### config.mk
export PLATFORM = sky130hd
export DESIGN_NAME = ldi_link
export DESIGN_NICKNAME = d
export VERILOG_FILES = /design/src/pkg/ldi_pkg.sv /design/src/ldi_sync.sv /design/src/ldi_link.sv
export SDC_FILE = /design/constraint.sdc
export NUM_CORES = 1
export LEC_CHECK = 0
export ABC_AREA = 1
export CAP_MARGIN = 20
export CORE_MARGIN = 4
export CORE_UTILIZATION = 68
export CTS_CLUSTER_SIZE = 12
export DETAILED_ROUTE_END_ITERATION = 10
export DONT_BUFFER_PORTS = 1
export GPL_ROUTABILITY_DRIVEN = 0
export HOLD_SLACK_MARGIN = 0.03
export PLACE_DENSITY = 0.92
export SYNTH_ARGS = -nofsm -noshare
export SYNTH_HDL_FRONTEND = slang
export SYNTH_SLANG_ARGS = --single-unit
### constraint.sdc
create_clock -name clk_sys -period 4.04 [get_ports clk_sys]
set_input_delay 1.212 -clock clk_sys [delete_from_list [all_inputs] [get_ports clk_sys]]
set_output_delay 1.212 -clock clk_sys [all_outputs]
set_load 0.05 [all_outputs]
### src/pkg/ldi_pkg.sv
package ldi_pkg;
  localparam int unsigned BYTE_BITS = 8;
  localparam int unsigned ADDR_BITS = 7;
  localparam int unsigned CNT_W = 4;
  localparam logic [3:0] BIT_LAST = 4'h8;
  localparam logic [3:0] CNT_ZERO = 4'h0;
  localparam logic [3:0] CNT_ONE = 4'h1;
  localparam logic [6:0] DEV_ADDR_DEFAULT = 7'h15;
  localparam int unsigned LED_COUNT = 16;
  localparam logic LED_LEVEL_RESET = 1'b1;
  localparam logic LED_OPEN_DRAIN_RESET = 1'b0;
  localparam logic SDA_RELEASED = 1'b1;
  localparam logic SDA_DRIVEN = 1'b0;
  localparam logic RW_READ = 1'b1;
  typedef enum logic [2:0] {
    LDI_IDLE = 3'b000,
    LDI_ADDR = 3'b001,
    LDI_ADDR_ACK = 3'b010,
    LDI_WRITE = 3'b011,
    LDI_WRITE_ACK = 3'b100,
    LDI_READ = 3'b101,
    LDI_READ_ACK = 3'b110,
    LDI_IGNORE = 3'b111
  } ldi_state_t;
endpackage

### src/ldi_sync.sv
`timescale 1ns/1ps
module ldi_sync #(
  parameter int unsigned WIDTH = 2
) (
  input wire logic clk_sys,
  input wire logic reset_n,
  input wire logic [WIDTH-1:0] async_in,
  output logic [WIDTH-1:0] sync_out
);
  logic [WIDTH-1:0] stage1_r;
  logic [WIDTH-1:0] stage2_r;

  // resets high: an idle two-wire bus rests high
  always_ff @(posedge clk_sys or negedge reset_n)
  begin
    if (!reset_n)
    begin
      stage1_r <= '1;
      stage2_r <= '1;
    end
    else
    begin
      stage1_r <= async_in;
      stage2_r <= stage1_r;
    end
  end

  assign sync_out = stage2_r;
endmodule

### src/ldi_link.sv
`timescale 1ns/1ps
// Behaviour
// - idle bus: both lines high, nobody holds them low
// - one bit per clock pulse, data stable while clock high
// - data falling while clock high is start; begin a fresh address byte
// - data rising while clock high is stop; end transfer, go idle
// - no limit on byte count between start and stop
// - eight bits, msb first, then a ninth acknowledge clock
// - transmitter releases data during acknowledge; master supplies ninth pulse
// - addressed receiving device acknowledges every byte, address included
// - acknowledger pulls data low before clock rises, holds through high phase
// - after a not-acknowledge the device releases data until stop
// - while low-power bit is set, led outputs do not change
// - after power-up outputs are push-pull and driven high
module ldi_link #(
  parameter logic [6:0] DEV_ADDR = ldi_pkg::DEV_ADDR_DEFAULT,
  parameter int unsigned LEDS = ldi_pkg::LED_COUNT
) (
  input wire logic clk_sys,
  input wire logic reset_n,
  input wire logic scl_i,
  input wire logic sda_i,
  output logic sda_o,
  output logic sda_oe_n,
  output logic [7:0] wr_data,
  output logic wr_valid,
  output logic wr_first,
  input wire logic [7:0] rd_data,
  output logic rd_taken,
  output logic busy,
  input wire logic low_power,
  input wire logic [LEDS-1:0] led_target,
  input wire logic open_drain_sel,
  output logic [LEDS-1:0] led_level,
  output logic led_open_drain
);
  logic [1:0] pins_s;
  logic scl_s;
  logic sda_s;
  logic scl_d_r;
  logic sda_d_r;
  logic scl_rise;
  logic scl_fall;
  logic start_seen;
  logic stop_seen;
  ldi_sync #(.WIDTH(2)) u_sync (.clk_sys(clk_sys), .reset_n(reset_n), .async_in({scl_i, sda_i}),
    .sync_out(pins_s));
  assign scl_s = pins_s[1];
  assign sda_s = pins_s[0];
  assign scl_rise = scl_s & ~scl_d_r;
  assign scl_fall = ~scl_s & scl_d_r;
  // only sampled, both already two flops deep
  assign start_seen = scl_s & scl_d_r & sda_d_r & ~sda_s;
  assign stop_seen = scl_s & scl_d_r & ~sda_d_r & sda_s;
  ldi_pkg::ldi_state_t state_r;
  ldi_pkg::ldi_state_t state_nxt;
  logic [3:0] cnt_r;
  logic [3:0] cnt_nxt;
  logic [7:0] shift_r;
  logic [7:0] shift_nxt;
  logic [7:0] tx_r;
  logic [7:0] tx_nxt;
  logic oe_n_r;
  logic oe_n_nxt;
  logic acked_r;
  logic acked_nxt;
  logic first_r;
  logic first_nxt;
  logic [7:0] wr_data_r;
  logic [7:0] wr_data_nxt;
  logic wr_valid_r;
  logic wr_valid_nxt;
  logic wr_first_r;
  logic wr_first_nxt;
  logic rd_taken_r;
  logic rd_taken_nxt;
  logic busy_r;
  logic busy_nxt;
  // drive low only for a zero bit; a one is a released line
  function automatic logic bit_oe_n(input logic b);
    bit_oe_n = b ? ldi_pkg::SDA_RELEASED : ldi_pkg::SDA_DRIVEN;
  endfunction
  always_comb
  begin
    state_nxt = state_r;
    cnt_nxt = cnt_r;
    shift_nxt = shift_r;
    tx_nxt = tx_r;
    oe_n_nxt = oe_n_r;
    acked_nxt = acked_r;
    first_nxt = first_r;
    wr_data_nxt = wr_data_r;
    wr_valid_nxt = 1'b0;
    wr_first_nxt = wr_first_r;
    rd_taken_nxt = 1'b0;
    busy_nxt = (state_r != ldi_pkg::LDI_IDLE);
    if (stop_seen)
    begin
      state_nxt = ldi_pkg::LDI_IDLE;
      oe_n_nxt = ldi_pkg::SDA_RELEASED;
      busy_nxt = 1'b0;
    end
    else if (start_seen)
    begin
      // repeated start is honoured in any state
      state_nxt = ldi_pkg::LDI_ADDR;
      cnt_nxt = ldi_pkg::CNT_ZERO;
      oe_n_nxt = ldi_pkg::SDA_RELEASED;
      busy_nxt = 1'b1;
    end
    else
    begin
      unique case (state_r)
        ldi_pkg::LDI_IDLE, ldi_pkg::LDI_IGNORE:
        begin
          oe_n_nxt = ldi_pkg::SDA_RELEASED;
        end
        ldi_pkg::LDI_ADDR, ldi_pkg::LDI_WRITE:
        begin
          if (scl_rise)
          begin
            shift_nxt = {shift_r[6:0], sda_s};
            cnt_nxt = cnt_r + ldi_pkg::CNT_ONE;
          end
          else if (scl_fall && cnt_r == ldi_pkg::BIT_LAST)
          begin
            cnt_nxt = ldi_pkg::CNT_ZERO;
            if (state_r == ldi_pkg::LDI_ADDR)
            begin
              if (shift_r[7:1] == DEV_ADDR)
              begin
                // ack goes low on the fall, well before the ninth rise
                oe_n_nxt = ldi_pkg::SDA_DRIVEN;
                acked_nxt = (shift_r[0] == ldi_pkg::RW_READ);
                first_nxt = 1'b1;
                state_nxt = ldi_pkg::LDI_ADDR_ACK;
              end
              else
              begin
                state_nxt = ldi_pkg::LDI_IGNORE;
              end
            end
            else
            begin
              wr_data_nxt = shift_r;
              wr_valid_nxt = 1'b1;
              wr_first_nxt = first_r;
              first_nxt = 1'b0;
              oe_n_nxt = ldi_pkg::SDA_DRIVEN;
              state_nxt = ldi_pkg::LDI_WRITE_ACK;
            end
          end
        end
        ldi_pkg::LDI_ADDR_ACK, ldi_pkg::LDI_WRITE_ACK:
        begin
          if (scl_fall)
          begin
            // acked_r holds the read direction during the address ack
            if (state_r == ldi_pkg::LDI_ADDR_ACK && acked_r)
            begin
              tx_nxt = {rd_data[6:0], 1'b0};
              oe_n_nxt = bit_oe_n(rd_data[7]);
              rd_taken_nxt = 1'b1;
              cnt_nxt = ldi_pkg::CNT_ZERO;
              state_nxt = ldi_pkg::LDI_READ;
            end
            else
            begin
              oe_n_nxt = ldi_pkg::SDA_RELEASED;
              state_nxt = ldi_pkg::LDI_WRITE;
            end
          end
        end
        ldi_pkg::LDI_READ:
        begin
          if (scl_rise)
          begin
            cnt_nxt = cnt_r + ldi_pkg::CNT_ONE;
          end
          else if (scl_fall)
          begin
            if (cnt_r == ldi_pkg::BIT_LAST)
            begin
              oe_n_nxt = ldi_pkg::SDA_RELEASED;
              cnt_nxt = ldi_pkg::CNT_ZERO;
              state_nxt = ldi_pkg::LDI_READ_ACK;
            end
            else
            begin
              oe_n_nxt = bit_oe_n(tx_r[7]);
              tx_nxt = {tx_r[6:0], 1'b0};
            end
          end
        end
        ldi_pkg::LDI_READ_ACK:
        begin
          if (scl_rise)
          begin
            acked_nxt = ~sda_s;
          end
          else if (scl_fall)
          begin
            if (acked_r)
            begin
              tx_nxt = {rd_data[6:0], 1'b0};
              oe_n_nxt = bit_oe_n(rd_data[7]);
              rd_taken_nxt = 1'b1;
              state_nxt = ldi_pkg::LDI_READ;
            end
            else
            begin
              oe_n_nxt = ldi_pkg::SDA_RELEASED;
              state_nxt = ldi_pkg::LDI_IGNORE;
            end
          end
        end
      endcase
    end
  end
  always_ff @(posedge clk_sys or negedge reset_n)
  begin
    if (!reset_n)
    begin
      scl_d_r <= 1'b1;
      sda_d_r <= 1'b1;
      state_r <= ldi_pkg::LDI_IDLE;
      cnt_r <= ldi_pkg::CNT_ZERO;
      shift_r <= 8'h00;
      tx_r <= 8'h00;
      oe_n_r <= ldi_pkg::SDA_RELEASED;
      acked_r <= 1'b0;
      first_r <= 1'b0;
      wr_data_r <= 8'h00;
      wr_valid_r <= 1'b0;
      wr_first_r <= 1'b0;
      rd_taken_r <= 1'b0;
      busy_r <= 1'b0;
    end
    else
    begin
      scl_d_r <= scl_s;
      sda_d_r <= sda_s;
      state_r <= state_nxt;
      cnt_r <= cnt_nxt;
      shift_r <= shift_nxt;
      tx_r <= tx_nxt;
      oe_n_r <= oe_n_nxt;
      acked_r <= acked_nxt;
      first_r <= first_nxt;
      wr_data_r <= wr_data_nxt;
      wr_valid_r <= wr_valid_nxt;
      wr_first_r <= wr_first_nxt;
      rd_taken_r <= rd_taken_nxt;
      busy_r <= busy_nxt;
    end
  end
  // led output stage; low_power set means frozen outputs
  logic [LEDS-1:0] led_level_r;
  logic [LEDS-1:0] led_level_nxt;
  logic led_od_r;
  logic led_od_nxt;
  always_comb
  begin
    led_level_nxt = led_level_r;
    led_od_nxt = led_od_r;
    if (!low_power)
    begin
      led_level_nxt = led_target;
      led_od_nxt = open_drain_sel;
    end
  end
  always_ff @(posedge clk_sys or negedge reset_n)
  begin
    if (!reset_n)
    begin
      led_level_r <= {LEDS{ldi_pkg::LED_LEVEL_RESET}};
      led_od_r <= ldi_pkg::LED_OPEN_DRAIN_RESET;
    end
    else
    begin
      led_level_r <= led_level_nxt;
      led_od_r <= led_od_nxt;
    end
  end
  assign sda_o = 1'b0;
  assign sda_oe_n = oe_n_r;
  assign wr_data = wr_data_r;
  assign wr_valid = wr_valid_r;
  assign wr_first = wr_first_r;
  assign rd_taken = rd_taken_r;
  assign busy = busy_r;
  assign led_level = led_level_r;
  assign led_open_drain = led_od_r;
endmodule

Word-level counts from Yosys, hierarchy flattened
Index checks and enable logic that the tools add are counted.
{"block": "totals", "out_inout_bits": 31, "word_cells": 164, "input_bits": 30, "reg_bits": 61}
{"block": "op_classes", "reduce_logical": 19, "n_bitwise": 15, "eq_ne": 37, "muxes": 74, "n_addsub": 1}
{"operator": "$mux 8", "n": 8}
{"operator": "$ne 4x4->1 const B", "n": 11}
{"operator": "$mux 3", "n": 13}
{"operator": "$mux 1", "n": 38}
{"operator": "$mux 4", "n": 8}
{"operator": "$ne 2x2->1 const B", "n": 13}
{"operator": "$pmux 8 s3", "n": 1}
{"operator": "$reduce_and 8->1", "n": 2}
{"operator": "$eq 3x3->1 const B", "n": 4}
{"operator": "$pmux 3 s4", "n": 1}
{"operator": "$pmux 4 s3", "n": 1}
{"operator": "$reduce_and 6->1", "n": 2}
{"operator": "$reduce_and 11->1", "n": 1}
{"operator": "$reduce_and 9->1", "n": 1}
{"operator": "$not 1->1", "n": 8}
{"operator": "$and 1x1->1", "n": 7}
{"operator": "$eq 7x5->1 const B", "n": 1}
{"operator": "$reduce_and 7->1", "n": 1}
{"operator": "$eq 3x2->1 const B", "n": 2}
{"operator": "$ne 3x3->1 const B", "n": 2}
{"operator": "$reduce_bool 3->1", "n": 2}
{"operator": "$reduce_bool 6->1", "n": 1}
{"operator": "$reduce_or 2->1", "n": 3}
{"operator": "$ne 5x5->1 const B", "n": 1}
{"operator": "12 further kinds", "n": 14}

Depth between registers and ports, before layout
Gate-level depths: netlist (run 1).
{"block": "logic_depth", "word_depth": 8, "depth_mapped": 11}

By module
From an unflattened synthesis (run 1), not the netlist that was laid out.
{"block": "hier_totals", "hier_cells": 353, "hier_area_um2": 3064.2}
{"module": "ldi_link", "area_per_inst_um2": 2959.1, "cells_each": 349, "n_inst": 1}
{"module": "ldi_sync", "area_per_inst_um2": 105.1, "cells_each": 4, "n_inst": 1}

Worst setup path after synthesis (run 1)
Ideal clock, no wire load.
{"block": "synth_timing", "path_type": "input to register", "start": "in low_power", "end": "reg led_od_r (netlist: led_open_drain)", "stages": 3, "setup_slack_ps": 1845, "t_required_ps": 3915, "arrival_ps": 2071, "cell_sequence": "clkbuf_1 buf_2 mux2_2"}
{"item": "start: declaration", "line": "ldi_link.sv:31", "text": "input wire logic low_power,"}
{"item": "end signal: assignment", "line": "ldi_link.sv:277", "text": "led_od_r <= ldi_pkg::LED_OPEN_DRAIN_RESET;"}
{"item": "end signal: assignment", "line": "ldi_link.sv:282", "text": "led_od_r <= led_od_nxt;"}
{"item": "end: declaration", "line": "ldi_link.sv:260", "text": "logic led_od_r;"}
No word-level cell between the ends.

Final worst setup path (run 1)
{"block": "layout_timing", "start": "reg led_level_r[15] (netlist: led_level[15])", "end": "out led_level[15]"}
{"item": "start: declaration", "line": "ldi_link.sv:258", "text": "logic [LEDS-1:0] led_level_r;"}
{"item": "start signal: assignment", "line": "ldi_link.sv:276", "text": "led_level_r <= {LEDS{ldi_pkg::LED_LEVEL_RESET}};"}
{"item": "start signal: assignment", "line": "ldi_link.sv:281", "text": "led_level_r <= led_level_nxt;"}
{"item": "end: declaration", "line": "ldi_link.sv:34", "text": "output logic [LEDS-1:0] led_level,"}
No word-level cell between the ends.

==> results.cfg, run 1 <==
[sta]
final.setup.tns_ns = 0
min_period_ns = 2.26
setup_viol = 0
hold_viol_final = 0
tightest_slew_ns = 0.645
skew_ns = 0.0152
max_freq_ghz = 0.442
period_share = 0.560
rsz0062_at_grt = false
slew-limit-headroom = 0.569
timing.final.max_slew_violations = 0

[global_route]
grt_max_degree = 61
grt_pass1_wl_mm = 9.55
overflow = 0
grt_pass1_vias = 2148
track_usage = 0.232
antenna_found_initial = 0

[setup_path]
worstPathRequired_ns = 2.83
path_class = reg -> out
arrival_ns = 1.05
startpoint_type = register
crit_path_end_kind = primary output
crit_fanout = 2

[clock_network]
cts_tree = built
cts_root_buffer = clkbuf_8
cts.sinks = 60
cts_max_path_buffers = 2
cts_setup_buffers = 0
cts_buffers = 9
clk_pin_slew_ns = 0.07
htree_levels = 3
insertion_delay_ns = 0.35
postCtsHoldBufs = 0
post_cts.resized_instances = 0

[logic_synthesis]
yosysWarningCount = 0
yosysUniqueCellTypes = 30
yosysSeqAreaShare = 0.511
synthesis.area_um2 = 3000
syn_area_per_cell_um2 = 9.22
synth_cells = 325
ys_ff_latch = 60
syn-num-nets = 360

[layout]
drive_gt1_frac = 0.244
multi_input_area_um2 = 1280
seqCellArea_um2 = 1530
area_growth_pct = 7.31
fillers = 279
fin_nets = 362
fin_cells = 382
antennaDiodeCount = 0

[pwr]
p_leak_nw = 1.55
powerDensity_nw_per_um2 = 683
vdd_drop_max_mv = 0.455

[floorplan]
die-area_um2 = 5530
core_um2 = 4140
start_util = 0.723
io_pins = 61
num_rows = 23
die_y_um = 74.4
die_w_um = 74.4

[drt]
drc = 0
first_pass_iters = 6
num_vias = 2186
drt_iter0_markers = 194
vias_per_cell = 5.72
wl_per_cell_um = 14.9
totalWireLength_mm = 5.71
ant_nets = 0

[place]
dp_hpwl_mm = 4.08
dp.cells = 366
io_buffers = 0

[status]
outcome = complete, no violations

[flow_run]
max-cap-violations = 0

[min_path]
hold_class = reg -> reg
-- state kept, by name, summed over array words and instances, names as in the netlist, 2 cells and up --
register and count:
cnt_r 4, led_level 16, shift_r 8, state_r 3, tx_r 7, u_sync.stage1_r 2
u_sync.sync_out 2, wr_data 8
-- cells in the final DEF, fill, tap and decap left out, types with 2 or more instances in the layout --
cell type,n
inv_1,32
nand2_2,7
nor3_1,5
nor2_4,2
nand2_1,82
nand4_1,12
nand3_1,19
clkbuf_8,10
o21ai_1,7
ha_1,5
nor2_2,3
clkbuf_1,2
o21ai_2,9
a21oi_1,9
dfstp_2,23
nor2_1,17
bufinv_16,2
dfrtp_1,37
mux2_2,17
nand3_2,3
o21ai_0,14
mux2i_1,6
-- synthesized netlist by cell type (all sizes together) --
cell | instances | area share
a21oi | 9 | 0.015
buf | 7 | 0.018
clkbuf | 2 | 0.0025
conb | 1 | 0.0013
dfrtp | 37 | 0.31
dfstp | 23 | 0.20
ha | 5 | 0.021
inv | 33 | 0.041
mux2 | 17 | 0.064
mux2i | 6 | 0.020
nand2 | 90 | 0.12
nand3 | 22 | 0.042
nand4 | 12 | 0.025
nor2 | 22 | 0.035
nor3 | 6 | 0.014
o211ai | 1 | 0.0025
o21ai | 30 | 0.061
o21bai | 1 | 0.0025
xnor2 | 1 | 0.0029
-- per-layer routing --
metal,track usage,up-vias,routed length (um)
li1,-,1068,-
met1,0.265,993,2220
met2,0.381,108,2710
met3,0.0973,17,668
met4,0.101,0,118
met5,0,-,0
-- through the flow --
stage | cell area (um^2) | hold slack (ns) | utilization | power [mW] | setup slack (ns)
after global placement | 3000 | 0.345 | 0.723 | 1.58 | 2.09
final | 3220 | 0.356 | 0.776 | 2.20 | 1.78
after global routing | 3220 | 0.358 | 0.776 | 2.34 | 1.76
after floorplan | 3000 | 0.345 | - | 1.49 | 1.84
after detailed placement | 3000 | 0.348 | 0.723 | 1.61 | 2.06
after CTS | 3220 | 0.357 | 0.776 | 2.19 | 1.77
-- power breakdown --
part	leakage (nW)	total, mW	switching, mW	internal (mW)
sequential	0.731	0.935	0.198	0.737
combinational	0.710	0.678	0.449	0.229
clock	0.111	0.583	0.219	0.364
-- path summary, 6_finish.rpt --
path | from | to | slack (ns) | cells past startpoint
max | led_level[15] | led_level[15] | 1.78 | 0
min | u_sync.stage1_r[0] | u_sync.sync_out[0] | 0.36 | 0
max reg2reg | scl_d_r | first_r | 2.04 | 9
min reg2reg | u_sync.stage1_r[0] | u_sync.sync_out[0] | 0.36 | 0
max in group asynchronous | reset_n | u_sync.sync_out[1] | 3.29 | 0
min in group asynchronous | reset_n | tx_r[3] | 0.56 | 0
-- final cells by class --
| cell class | count | share of cell area |
|---|---|---|
| inverter | 33 | 0.0385 |
| tap | 50 | 0.0195 |
| clock buffer | 12 | 0.0451 |
| clock inverter | 4 | 0.0230 |
| sequential | 60 | 0.476 |
| multi-input combinational | 223 | 0.398 |
-- logic make-up (layout without fill, tap and decap cells) --
family | count (synthesis) | count (layout) | share of synthesized area
buf+inv | 42 | 49 | 0.0622
flops | 60 | 60 | 0.511
simple gates | 152 | 152 | 0.237
xor+xnor | 1 | 1 | 0.00292
mux | 23 | 23 | 0.0839
compound gates | 41 | 41 | 0.0814
fa+ha+maj | 5 | 5 | 0.0209
other cells | 1 | 1 | 0.00125
Power figures use the tool's default switching activity.
==> inputs of run 2 (changes only) <==
- CORE_UTILIZATION: 68 -> 57
- PLACE_DENSITY: 0.92 -> 0.83
- clock period: 4.04 -> 1.95 ns (I/O delays scaled with it)
==> run 2 against run 1 <==
  * Register-to-register slack lost 1.9 ns
  * Via count grew 4.2%
  * Routed wire length grew 4.4%
  * Global-route usage shrank 3.2 points
  * First-iteration DRC count grew 30%
  * Critical path depth grew 9
  * Cell count grew 8.1%
  * Largest cell class unchanged
==> results.cfg, run 2 (synthesis gave the netlist of run 1 again) <==
[setup_path]
arrival_ns = 2.03
slowest_delay_ns = 0.54
crit_fanout = 15
reg2reg_from = scl_d_r
path_class = reg -> reg
r2r_slack_ns = 0.14
reg2reg_depth = 9
r2r_end = wr_data[0]
slowest_stage = dfstp_2
worstPathRequired_ns = 2.17
cp_cell_sequence = inv_1, ha_1, inv_2, nand2_2, nor3_4, nand2_4, buf_12, nand2_1, o21ai_2
crit_path_end_kind = register
startpoint_type = register

[drt]
totalWireLength_mm = 5.96
wl_per_cell_um = 14.4
drt_iter0_markers = 253
ant_nets = 0
num_vias = 2278
first_pass_iters = 4
vias_per_cell = 5.52
drc = 0

[global_route]
grt_use_met3 = 0.0874
top_usage_layer = met2
grt_use_met2 = 0.310
overflow = 0
track_usage = 0.200
grt_max_degree = 38
grt_pass1_vias = 2235
grt_pass1_wl_mm = 10.0
antenna_found_initial = 0
grt_util_met1 = 0.248

[sta]
period_share = 0.930
rsz0062_at_grt = false
setup_viol = 0
min_period_ns = 1.81
timing.final.max_slew_violations = 0
hold_viol_final = 0
whs_ns = 0.0868
max_freq_ghz = 0.552
skew_ns = 0.00449
final.setup.tns_ns = 0

[floorplan]
io_pins = 61
num_rows = 26
start_util = 0.587
core_um2 = 5110
die_w_um = 80.5
die-area_um2 = 6480
die_y_um = 80.5

[pwr]
vdd_drop_max_mv = 0.657
powerDensity_nw_per_um2 = 1360
p_leak_nw = 1.62

[flow_run]
max-cap-violations = 0

[clock_network]
cts_root_buffer = clkbuf_8
insertion_delay_ns = 0.33
cts_max_path_buffers = 2
cts_tree = built
clk_pin_slew_ns = 0.06
htree_levels = 3
cts.sinks = 60
cts_buffers = 9

[place]
io_buffers = 0
dp_hpwl_mm = 4.12

[layout]
area_growth_pct = 12.6
largest_reg_flops = 16
fin_nets = 374
multi_input_area_um2 = 1310
fillers = 401
final_common_cell = nand2_1
postLayoutCoreUtil = 0.661
antennaDiodeCount = 0
drive_gt1_frac = 0.280
seqCellArea_um2 = 1530
final_cell_mix = 82 x nand2_1, 37 x dfrtp_1, 31 x inv_1

[min_path]
hold_class = in -> async

[status]
outcome = complete, no violations
-- run 2: what timing repair did --
| item | in CTS | in global routing |
|---|---|---|
| buffers inserted | 0 | 3 |
| endpoints found under the hold margin | 37 | 0 |
| gates resized for setup | 0 | 8 |
| hold buffers | 1 | 0 |
| setup endpoints to repair | 0 | 30 |
-- run 2: worst max-delay path by stage --
stage	start	endpoint	slack (ns)	cells after the start
floorplan	scl_d_r	tx_r[4]	0.25	9
global placement	scl_d_r	tx_r[3]	0.09	8
CTS	scl_d_r	tx_r[3]	0.02	8
global route	u_sync.sync_out[1]	shift_r[6]	0.01	7
detailed placement	scl_d_r	tx_r[3]	0.05	8
finish	scl_d_r	wr_data[0]	0.14	9
-- run 2: final cells by class --
class	instances	area share
clock buffers	14	0.0512
clock inverters	1	0.00890
inverters	33	0.0367
multi-input cells	224	0.388
flip-flops and latches	60	0.453
well taps	70	0.0260
repair buffers	11	0.0356
-- run 2: per-layer routing --
layer,up-vias,wire length [um]
met5,-,0
met4,0,94
met3,13,551
met2,103,2770
met1,1069,2550
li1,1093,-
-- run 2: where the power goes --
group          leakage (nW)  switching [mW]  internal [mW]
clock                 0.103           0.435          0.689
sequential            0.731           0.411           1.53
combinational         0.782           0.978          0.535
total                  1.62            1.82           2.75
-- run 2: worst max-delay path, delay by kind of cell, from the launching register on --
family,cells,cell delay (ns)
buf+inv,3,0.38
flops,1,0.54
compound gates,1,0.06
fa+ha+maj,1,0.28
simple gates,4,0.43
-- run 2: stage by stage --
step,cells,worst slack [ns],power [mW],instance area (um^2)
after floorplan,325,0.254,3.09,3000
after global placement,393,0.0868,3.32,3090
after detailed placement,393,0.0468,3.36,3090
after CTS,409,0.0242,4.53,3310
after global routing,413,0.0108,4.93,3370
final,413,0.137,4.58,3370
